[config.mk]
export PLATFORM = sky130hd
export DESIGN_NAME = tmc_timer
export DESIGN_NICKNAME = d
export VERILOG_FILES = /design/src/pkg/tmc_pkg.sv /design/src/verilog/tmc_timer.sv
export VERILOG_INCLUDE_DIRS = /design/src /design/src/pkg
export SDC_FILE = /design/constraint.sdc
export NUM_CORES = 1
export LEC_CHECK = 0
export ABC_AREA = 1
export BUFFER_PORTS_ARGS = -buffer_cell sky130_fd_sc_hd__buf_2
export CAP_MARGIN = 20
export CORE_MARGIN = 3
export CORE_UTILIZATION = 47
export DETAILED_ROUTE_END_ITERATION = 10
export GPL_TIMING_DRIVEN = 0
export PLACE_DENSITY_LB_ADDON = 0.15
export SYNTH_ARGS = -nofsm -noshare
export SYNTH_HDL_FRONTEND = slang
export SYNTH_SLANG_ARGS = --single-unit
[constraint.sdc]
create_clock -name pclk -period 1.58 [get_ports pclk]
set_input_delay 0 -clock pclk [delete_from_list [all_inputs] [get_ports pclk]]
set_output_delay 0 -clock pclk [all_outputs]
set_load 0.02 [all_outputs]
[src/pkg/tmc_defines.svh]
// Constants of the sixteen-bit timer/counter block
`ifndef TMC_DEFINES_SVH
`define TMC_DEFINES_SVH
// Register indices; byte address is four times the index
`define TMC_IDX_GCTL   8'h0b
`define TMC_IDX_FLAG   8'h0c
`define TMC_IDX_CNT_LO 8'h0e
`define TMC_IDX_CNT_HI 8'h0f
`define TMC_IDX_CTRL   8'h10
`define TMC_IDX_IEN    8'h8c
// Control register fields
`define TMC_CTRL_RUN   0
`define TMC_CTRL_CS    1
`define TMC_CTRL_BYP   2
`define TMC_CTRL_OSC   3
`define TMC_CTRL_PSLO  4
`define TMC_CTRL_PSHI  5
`define TMC_CTRL_W     6
// Global control fields kept in bits 7:6
`define TMC_GCTL_PEIE  6
`define TMC_GCTL_GIE   7
// Flag and enable sit in bit 0
`define TMC_FLAG_BIT   0
// Reset values
`define TMC_CTRL_RST   6'h00
`define TMC_CNT_RST    16'h0000
`define TMC_CNT_MAX    16'hffff
// Compare unit special event trigger encoding
`define TMC_MODE_SPEV  4'hb
// Instruction cycle is four system clocks
`define TMC_ICYC_LAST  2'h3
`endif

[src/pkg/tmc_pkg.sv]
// Types of the sixteen-bit timer/counter block
package tmc_pkg;
	// Whole state of the timer module
	typedef struct packed {
		logic [1:0]  icyc;     // Instruction cycle divider
		logic        e_s1;     // External pin sync stage 1
		logic        e_s2;     // External pin sync stage 2
		logic        x_s1;     // Crystal pin sync stage 1
		logic        x_s2;     // Crystal pin sync stage 2
		logic        src_prev; // Previous selected level
		logic [2:0]  psc;      // Input prescaler
		logic [15:0] count;    // Counter value
		logic [5:0]  ctrl;     // Control bits 5:0
		logic        flag;     // Overflow flag
		logic        ien;      // Overflow enable
		logic [1:0]  gctl;     // Global enables
		logic        pready;   // Bus answer
		logic        pslverr;  // Bus error
		logic [31:0] prdata;   // Read data
		logic        irq;      // Interrupt line
		logic        conv;     // Conversion start
		logic        trig;     // Trigger seen
		logic        osc_out;  // Amplifier output
		logic        osc_oe_n; // Amplifier enable
	} tmc_state_t;
endpackage : tmc_pkg

[src/verilog/tmc_timer.sv]
// Sixteen-bit timer/counter with APB registers
// Functional notes
// - Cs clear counts prescaled instruction cycles
// - Cs set counts external or oscillator rising edges
// - Run bit gates all counting
// - Oscillator enable bit starts/stops oscillator
// - Oscillator and unsync path run in sleep
// - Count runs 0000 to ffff, wraps
// - Wrap sets sticky overflow flag
// - Enable bit gates overflow interrupt
// - Special event match resets counter, starts conversion, except in unsync counter mode
// - Trigger reset never sets overflow flag
// - Counter write beats simultaneous trigger reset
// - Compare value pair acts as period
// - Control bits 7:6 read zero
`timescale 1ns/10ps
`include "tmc_defines.svh"
`default_nettype none
module tmc_timer (
	input  wire logic        pclk,
	input  wire logic        presetn,
	input  wire logic        psel,
	input  wire logic        penable,
	input  wire logic        pwrite,
	input  wire logic [9:0]  paddr,
	input  wire logic [31:0] pwdata,
	output logic      [31:0] prdata,
	output logic             pready,
	output logic             pslverr,
	output logic             irq,
	input  wire logic        sleep_mode,
	input  wire logic        external_count_input,
	input  wire logic        crystal_input_pin,
	output logic             crystal_output_pin,
	output logic             crystal_output_oe_n,
	input  wire logic [3:0]  compare_unit_mode_select,
	input  wire logic [15:0] compare_value_pair,
	input  wire logic        adc_enable,
	output logic             conversion_start,
	output logic             special_trigger
);

	// Prescaler mask: all ones ends one divided period
	// A mask keeps the divide test a single compare for every ratio
	function automatic logic [2:0] psc_mask(
		input logic [1:0] sel
	);
		case (sel)
			2'h0:    psc_mask = 3'h0;
			2'h1:    psc_mask = 3'h1;
			2'h2:    psc_mask = 3'h3;
			default: psc_mask = 3'h7;
		endcase
	endfunction : psc_mask

	// True when the bus index selects a register
	// Shared by the decode, the write logic and the checks
	function automatic logic hit(
		input logic [7:0] idx,
		input logic [7:0] want
	);
		hit = (idx == want);
	endfunction : hit

	// All state sits in one struct, so reset and update stay in one place
	tmc_pkg::tmc_state_t s_reg;  // Registered state
	tmc_pkg::tmc_state_t s_next; // Next state

	logic [7:0] idx;      // Register index from bus
	logic       acc;      // Access phase, answer due
	logic       wr;       // Write takes effect now
	logic       rd;       // Read data is prepared now
	logic       mapped;   // Index names a register
	logic       wr_lo;    // Write to low count byte
	logic       wr_hi;    // Write to high count byte
	logic       wr_cnt;   // Any count write
	logic       run;      // Run bit
	logic       cs;       // External source selected
	logic       byp;      // Unsynchronized counting
	logic       osc_en;   // Oscillator enabled
	logic       icyc_tick;// Instruction cycle enable
	logic       src_lvl;  // Selected external level
	logic       src_rise; // Rising edge on it
	logic       src_tick; // Selected source tick
	logic       adv;      // Counter advance
	logic       trig;     // Special event reset
	logic [7:0] rdv;      // Read value, low byte

	// Bus decode and control field aliases
	// Address bits 1:0 are ignored: each register is one aligned word
	always_comb begin
		idx    = paddr[9:2];
		mapped = hit(idx, `TMC_IDX_GCTL) | hit(idx, `TMC_IDX_FLAG)
		       | hit(idx, `TMC_IDX_CNT_LO) | hit(idx, `TMC_IDX_CNT_HI)
		       | hit(idx, `TMC_IDX_CTRL) | hit(idx, `TMC_IDX_IEN);
		// One wait state: answer is a flop, set after setup
		// A write lands only at the edge at which ready stands high
		acc    = psel & penable & ~s_reg.pready;
		wr     = psel & penable & pwrite & s_reg.pready & mapped;
		rd     = acc & ~pwrite;
		wr_lo  = wr & hit(idx, `TMC_IDX_CNT_LO);
		wr_hi  = wr & hit(idx, `TMC_IDX_CNT_HI);
		wr_cnt = wr_lo | wr_hi;
		run    = s_reg.ctrl[`TMC_CTRL_RUN];
		cs     = s_reg.ctrl[`TMC_CTRL_CS];
		byp    = s_reg.ctrl[`TMC_CTRL_BYP];
		osc_en = s_reg.ctrl[`TMC_CTRL_OSC];
	end

	// Count path: source select, prescale, trigger
	// Limitation: the unsynchronized path still passes the pin flops,
	// so edges are seen late and the pin must toggle slower than pclk
	always_comb begin
		// Divider phase is not cleared by writes or triggers
		// Core clock stops in sleep, so does the instruction cycle
		icyc_tick = (s_reg.icyc == `TMC_ICYC_LAST) & ~sleep_mode;
		// Oscillator owns the shared pin when enabled
		src_lvl   = osc_en ? s_reg.x_s2 : s_reg.e_s2;
		src_rise  = src_lvl & ~s_reg.src_prev;
		if (cs) begin
			// Synchronized edges need the core clock running
			src_tick = src_rise & (byp | ~sleep_mode);
		end else begin
			src_tick = icyc_tick;
		end
		adv  = run & src_tick
		     & ((s_reg.psc & psc_mask(s_reg.ctrl[`TMC_CTRL_PSHI:`TMC_CTRL_PSLO]))
		        == psc_mask(s_reg.ctrl[`TMC_CTRL_PSHI:`TMC_CTRL_PSLO]));
		// Match against the pair makes it the period
		// Not gated by the run bit; held off without synchronization,
		// where a reset could land on a half-seen pin edge
		trig = (compare_unit_mode_select == `TMC_MODE_SPEV)
		     & (s_reg.count == compare_value_pair)
		     & ~(cs & byp);
	end

	// Read multiplexer
	// Bits that a register does not hold read as zero
	always_comb begin
		rdv = 8'h00;
		case (idx)
			`TMC_IDX_GCTL: begin
				rdv[`TMC_GCTL_GIE:`TMC_GCTL_PEIE] = s_reg.gctl;
			end
			`TMC_IDX_FLAG: begin
				rdv[`TMC_FLAG_BIT] = s_reg.flag;
			end
			`TMC_IDX_CNT_LO: begin
				rdv = s_reg.count[7:0];
			end
			`TMC_IDX_CNT_HI: begin
				rdv = s_reg.count[15:8];
			end
			`TMC_IDX_CTRL: begin
				// Top two bits stay zero
				rdv = {2'h0, s_reg.ctrl};
			end
			`TMC_IDX_IEN: begin
				rdv[`TMC_FLAG_BIT] = s_reg.ien;
			end
			default: begin
				rdv = 8'h00;
			end
		endcase
	end

	// Next state
	// Later assignments win: the order below is the priority order
	always_comb begin
		s_next = s_reg;
		// Instruction cycle divider freezes in sleep
		if (!sleep_mode) begin
			s_next.icyc = s_reg.icyc + 2'h1;
		end
		// Two-flop synchronizers for both pins
		// Only the second stage is read by the edge logic
		s_next.e_s1     = external_count_input;
		s_next.e_s2     = s_reg.e_s1;
		s_next.x_s1     = crystal_input_pin;
		s_next.x_s2     = s_reg.x_s1;
		s_next.src_prev = src_lvl;
		// Prescaler steps on each gated source tick
		if (run & src_tick) begin
			s_next.psc = s_reg.psc + 3'h1;
		end
		// Counter: write, then trigger, then advance
		// A count write leaves the prescaler phase as it was
		if (trig) begin
			// Reset leaves the overflow flag alone
			s_next.count = `TMC_CNT_RST;
			s_next.psc   = 3'h0;
		end else if (adv) begin
			s_next.count = s_reg.count + 16'h0001;
		end
		if (wr_lo) begin
			s_next.count[7:0] = pwdata[7:0];
		end
		if (wr_hi) begin
			s_next.count[15:8] = pwdata[7:0];
		end
		// Other register writes
		// Enables are single bits; the other bits of those registers stay clear
		if (wr & hit(idx, `TMC_IDX_CTRL)) begin
			s_next.ctrl = pwdata[`TMC_CTRL_W-1:0];
		end
		if (wr & hit(idx, `TMC_IDX_IEN)) begin
			s_next.ien = pwdata[`TMC_FLAG_BIT];
		end
		if (wr & hit(idx, `TMC_IDX_GCTL)) begin
			s_next.gctl = pwdata[`TMC_GCTL_GIE:`TMC_GCTL_PEIE];
		end
		// Flag: write one clears, a wrap in the same cycle wins
		if (wr & hit(idx, `TMC_IDX_FLAG) & pwdata[`TMC_FLAG_BIT]) begin
			s_next.flag = 1'b0;
		end
		if (adv & ~trig & ~wr_cnt & (s_reg.count == `TMC_CNT_MAX)) begin
			s_next.flag = 1'b1;
		end
		// Interrupt needs flag, enable and both global enables
		s_next.irq = s_next.flag & s_next.ien
		           & s_next.gctl[`TMC_GCTL_GIE - `TMC_GCTL_PEIE]
		           & s_next.gctl[0];
		// Trigger outputs are one-cycle pulses, except with a zero compare value, where they stay high
		s_next.trig = trig & ~wr_cnt;
		s_next.conv = trig & ~wr_cnt & adc_enable;
		// Amplifier inverts the crystal input while enabled
		s_next.osc_out  = osc_en & ~s_reg.x_s2;
		s_next.osc_oe_n = ~osc_en;
		// Bus answer: ready one cycle in the access phase
		// Read data is latched a cycle early and held until the next read
		s_next.pready  = acc;
		s_next.pslverr = acc & ~mapped;
		if (rd) begin
			s_next.prdata = {24'h000000, rdv};
		end
	end

	// State register
	// Reset loads constants only; the amplifier enable starts inactive
	always_ff @(posedge pclk or negedge presetn) begin
		if (!presetn) begin
			s_reg          <= '0;
			s_reg.count    <= `TMC_CNT_RST;
			s_reg.ctrl     <= `TMC_CTRL_RST;
			s_reg.osc_oe_n <= 1'b1;
		end else begin
			s_reg <= s_next;
		end
	end

	// Outputs straight from the state flops
	// No output is combinational, so the bus never sees a glitch
	assign prdata              = s_reg.prdata;
	assign pready              = s_reg.pready;
	assign pslverr             = s_reg.pslverr;
	assign irq                 = s_reg.irq;
	assign conversion_start    = s_reg.conv;
	assign special_trigger     = s_reg.trig;
	assign crystal_output_pin  = s_reg.osc_out;
	assign crystal_output_oe_n = s_reg.osc_oe_n;
endmodule : tmc_timer
`default_nettype wire

### Word level (Yosys, flattened, before mapping)

Index checks and enable logic that the tools add are counted.

* bits of input ports: 71
* register bits: 51
* output and inout port bits: 39

* reductions and logical operators: 4
* muxes and demuxes: 16
* bitwise operators: 49
* add/sub/neg operators: 3
* equal/unequal tests: 13

Operator list (count)
* 8-bit by 4-bit equality test with 1-bit output (second input constant): 4
* 16-bit two-way mux: 2
* 1-bit bitwise AND: 31
* 16-bit by 1-bit adder with 16-bit output (second input constant): 1
* 16-bit equality test: 1
* 16-bit equality test (second input constant): 1
* 8-bit two-way mux: 2
* 5-bit one-hot mux with 3 select lines: 1
* 1-bit inverter: 10
* 3-bit one-hot mux with 3 select lines: 1
* 8-bit by 5-bit equality test with 1-bit output (second input constant): 1
* 8-bit equality test (second input constant): 1
* 1-bit bitwise OR: 7
* 3-bit two-way mux: 2
* 2-bit one-hot mux with 3 select lines: 1
* 3-bit nonzero test: 2
* 1-bit two-way mux: 5
* 1-bit one-hot mux with 5 select lines: 1
* 2-bit equality test (second input constant): 2
* 4-bit equality test (second input constant): 1
* 3-bit by 1-bit adder with 3-bit output (second input constant): 1
* 3-bit bitwise AND: 1
* 3-bit equality test: 1
* 2-bit by 1-bit adder with 2-bit output (second input constant): 1
* other kinds (4): 4

### Logic depth before layout (Yosys ltp)

* depth in word-level cells: 16
* depth in mapped cells: 13
* mapped depth without buffers: 13

### Least setup slack after synthesis

No wires, ideal clock.

* path kind: register -> register
* from: reg s_reg (netlist bit pready)
* to: reg s_reg[56] (netlist bit)
* slack: 4 ps
* buffers on the path: 1
* clock period less this slack: 1576 ps
* stages on the path, launching flop included: 8
* arrival time: 1458 ps
* path through: dfrtp_1 > nand2_1 > nor2_2 > nand3_4 > buf_6 > or2_1 > nand3_1 > nand2_1

* word-level cells in the longest chain between the ends: 4

RTL lines
* start: declaration: line tmc_timer.sv:66 `tmc_pkg::tmc_state_t s_reg;`
* start signal: assignment: line tmc_timer.sv:247 `s_reg <= s_next;`
* 1-bit bitwise AND (*) (2 in a row): line tmc_timer.sv:99 `wr = psel & penable & pwrite & s_reg.pready & mapped;`
* 1-bit bitwise AND (*): line tmc_timer.sv:101 `` wr_lo = wr & hit(idx, `TMC_IDX_CNT_LO); ``
* 3-bit nonzero test (no source line) or 8-bit two-way mux (tied branches)

Every way passes the cells marked *; elsewhere a longest branch is shown, timed or not.
A chain may end at the register's enable or synchronous reset.

==> results.md <==
- The flow ran to the end, but the final reports show violations.
- The checks that failed: setup timing.
- From synthesis to final layout, the design area changed by 30.7%.
- Averaged over all synthesized cells, the footprint is 7.10 um2.
- For this run the aggregate overflow at the end of global routing stands at 0.
- The detailed router placed ~3,600 vias in this run.
- In this run the static leakage power is around 0.0025 uW.
- The delay of the slowest critical-path stage is 440 ps.
- The maximum vdd drop is ~500 uV.
- The finished layout holds 737 standard cells, fillers aside.
- The total of max-cap violations is 0.
- The number of sinks on the clock net is 51.
- In this run, distinct cell masters in the synthesized netlist total 41.
- The number of register bits inferred by synthesis is 51.
- The number of clock buffers added by TritonCTS is 5.
- The initial standard-cell utilization of the core is about half.
- The highest-delay cell along the critical path is sky130_fd_sc_hd__dfrtp_1.
- Global routing consumed, on the met2 layer, 37.3% of the routing resources.
- The weighted congestion reported at the end of routability-driven placement is 0.889.
- The arrival time at the worst endpoint is 1980 ps.
- In this run, synthesis inferred 0 flip-flops with an integrated enable.
- The most used flip-flop cell after synthesis is sky130_fd_sc_hd__dfrtp_1.
- The worst setup path is launched from a flip-flop.
- The met1 global-route usage is 29.9%.
- The worst setup path category is flip-flop to flip-flop.
- After detailed routing, the number of vias per cell comes to 4.85.
- Ranked by total cell area, the synthesized netlist is headed by sky130_fd_sc_hd__dfrtp_1, sky130_fd_sc_hd__nand2_1, sky130_fd_sc_hd__buf_4.
- The cell count after synthesis is 514.
- The initial antenna violation count is 0.
- Entering global routing, the biggest net connects 39 pins.
- The number of placed instances, taps included, is 696.
- The number of I/O port buffers is between 50 and 60.
- The width of the chip is approximately 94 um.
- The register-to-register setup slack is -190 ps.
- The final-report hold violation count was 0.
- TritonCTS built the clock tree.
- Across the routed clock network, the largest skew measured is 8.13 ps.
- The number of max-slew violations in the final report is 0.
- The cell at the root of the clock tree is sky130_fd_sc_hd__clkbuf_8.
- The worst-case setup slack after placement is -313 ps.
- The DRC violation total after the first TritonRoute iteration is 278.
- After clock tree synthesis, the clock-pin slew on the worst setup and hold paths is roughly 90 ps.
- The path type of the worst min-delay path is input pin to flip-flop.
- The met3 demand-to-capacity share in global routing is 3.69%.
- The final antenna-violating net count is 0.
- The total wire length is 9830 um.
- The die span in y is 94.1 um.
- The remaining routing DRC violations is 0.
- Setup repair after global routing could not meet its margin everywhere.
- The detailed-routing iteration count for the pre-antenna-repair pass is 5.
- The via count of the first global-routing pass is 3,232.
- The element type at the critical path end is a flip-flop.
- The share of the clock period used by the worst path is 112%.
- Setup violations remaining at the end of the flow were counted as 18.
- sky130_fd_sc_hd__dfrtp_1 takes more of the synthesized area than any other cell.
- The number of antenna diodes is 0.
- In the post-route analysis, the smallest setup slack over all paths is -193 ps.
- The tightest hold path in the finished design has a slack of around 11 ps.
- The total routing usage reported by global routing is 22.2%.
- The register with the most flip-flops in the layout has 30 of them.
- The wire length of the first global-routing pass is 15,500 um.
- The post-route core utilization is 64.4%.
- The total power is ~2800 uW.
- The maximum fanout count along the critical path is 7.
- By count the netlist is led by sky130_fd_sc_hd__nand2_1, sky130_fd_sc_hd__dfrtp_1, sky130_fd_sc_hd__inv_1.
- The most heavily used metal layer in global routing is met2.
- The core region is 0.00741 mm2.
- The full die area is 0.00886 mm2.
- The cell with the most instances after synthesis is sky130_fd_sc_hd__nand2_1.
- The required time at the worst-slack endpoint is 1780 ps.
- The number of warnings issued by yosys is 0.
- For the finished layout, the period the worst path requires is roughly 1800 ps.
- The power per unit of standard cell area is 586 mW/mm2.
- The filler cells instantiated in the layout total 680.
- The top-level port count is between 100 and 150.
- Derived from the worst setup path, the maximum achievable clock frequency is 0.564 GHz.
- The fraction of post-synthesis cell area in the top cell type by area is about a third.
- The final HPWL from detailed placement is 7450 um.
- The clock passes through at most 2 buffers.
- In this run the cell area of the synthesized design comes to 0.00365 mm2.
- The clock latency at the later pin of the worst-skew pair is 310 ps.
- The share of layout cells above drive strength 1 is 33.7%.
- The share of async-settable or async-resettable flops after synthesis is 100%.
- The final routed wire length divided by cell count is 13.3 um.
- The total number of H-tree levels is 2.
- After floorplanning, the core was divided into 31 placement rows.
- For this run, the post-layout net count is 711.
- Together, buffers and inverters on the worst path number 2.
- The post-synthesis sequential area ratio is 35.0%.
- The critical path goes through buf_6 -> xor2_1 -> nor2_1 -> nand2_1 -> nor2_2 -> nand3_4 -> buf_4 -> nand2_4 -> nor2_4 -> nor2_2 -> nor2_1.
- The dominant delay contributor by cell family on the critical path is simple AND/OR/NAND/NOR gates.
==> power breakdown <==
part | leakage [uW] | switching, uW | internal (uW)
Combinational | 0.00183 | 246 | 191
Sequential | 0.000637 | 24.5 | 1350
Clock | 0.0000618 | 465 | 522
Total | 0.00253 | 736 | 2060
==> worst min-delay path, cell delays in order <==
cell and delay [ps]:
sky130_fd_sc_hd__buf_2 130, sky130_fd_sc_hd__inv_1 70, sky130_fd_sc_hd__o21ai_0 80
==> metrics by stage <==
stage / TNS (ps) / cell area (um2)
global placement: -4000 / 4160
finish: -2800 / 4770
detailed placement: -4760 / 4180
floorplan: 0 / 3740
global route: -4860 / 4770
CTS: -3550 / 4540
==> routing by layer <==
layer | wire length (um) | part of all wire (%)
met1 | 4330 | 44
met5 | 0 | 0
met4 | 139 | 1.4
met2 | 4870 | 50
met3 | 494 | 5.0
==> path summary, 6_finish.rpt <==
kind	from	to	cells past startpoint
min in group asynchronous	presetn	crystal_output_pin	2
hold / removal	pwdata[1]	cs	3
setup reg to reg	s_reg[50]	irq	11
max in group asynchronous	presetn	s_reg[59]	3
setup / recovery	s_reg[50]	irq	11
hold reg to reg	s_next[69]	s_reg[69]	0
==> final cells by class <==
cell class / count / area, um2 / area share, %
plain buffers: 39 / 302 / 6.32
clock buffers: 6 / 82.6 / 1.73
clock inverters: 2 / 38.8 / 0.813
inverters: 62 / 240 / 5.04
multi-input cells: 382 / 2060 / 43.3
flip-flops and latches: 51 / 1290 / 27.0
well taps: 99 / 124 / 2.60
repair buffers: 96 / 629 / 13.2
==> cell usage in the layout, fill, tap and decap left out, types with 7 or more instances in the layout <==
master	instances
sky130_fd_sc_hd__o21ai_0	25
sky130_fd_sc_hd__nand3_1	22
sky130_fd_sc_hd__nor2_4	7
sky130_fd_sc_hd__nand4_1	10
sky130_fd_sc_hd__buf_6	9
sky130_fd_sc_hd__inv_1	41
sky130_fd_sc_hd__conb_1	24
sky130_fd_sc_hd__a21oi_1	13
sky130_fd_sc_hd__buf_4	54
sky130_fd_sc_hd__dfrtp_2	10
sky130_fd_sc_hd__dfrtp_1	40
sky130_fd_sc_hd__xor2_1	15
sky130_fd_sc_hd__nor2_2	9
sky130_fd_sc_hd__dlygate4sd3_1	10
sky130_fd_sc_hd__buf_2	60
sky130_fd_sc_hd__nor2_1	38
sky130_fd_sc_hd__inv_2	19
sky130_fd_sc_hd__nand2_2	11
sky130_fd_sc_hd__nand2_1	152
sky130_fd_sc_hd__o21ai_1	8
==> repair_timing <==
item,in CTS,in global routing
setup endpoints to repair,18,27
pin swaps,13,20
hold buffers,10,0
gates resized for setup,20,39
buffers inserted,11,15
endpoints found under the hold margin,60,0
gates cloned,1,0
==> kinds of logic after synthesis <==
group,Yosys count,share of synthesized area (%)
flops,51,35.0
xor+xnor,19,4.77
fa+ha+maj,3,1.03
simple gates,284,36.8
compound gates,52,7.54
other cells,1,0.103
buf+inv,104,14.8
Power figures use the tool's default switching activity.
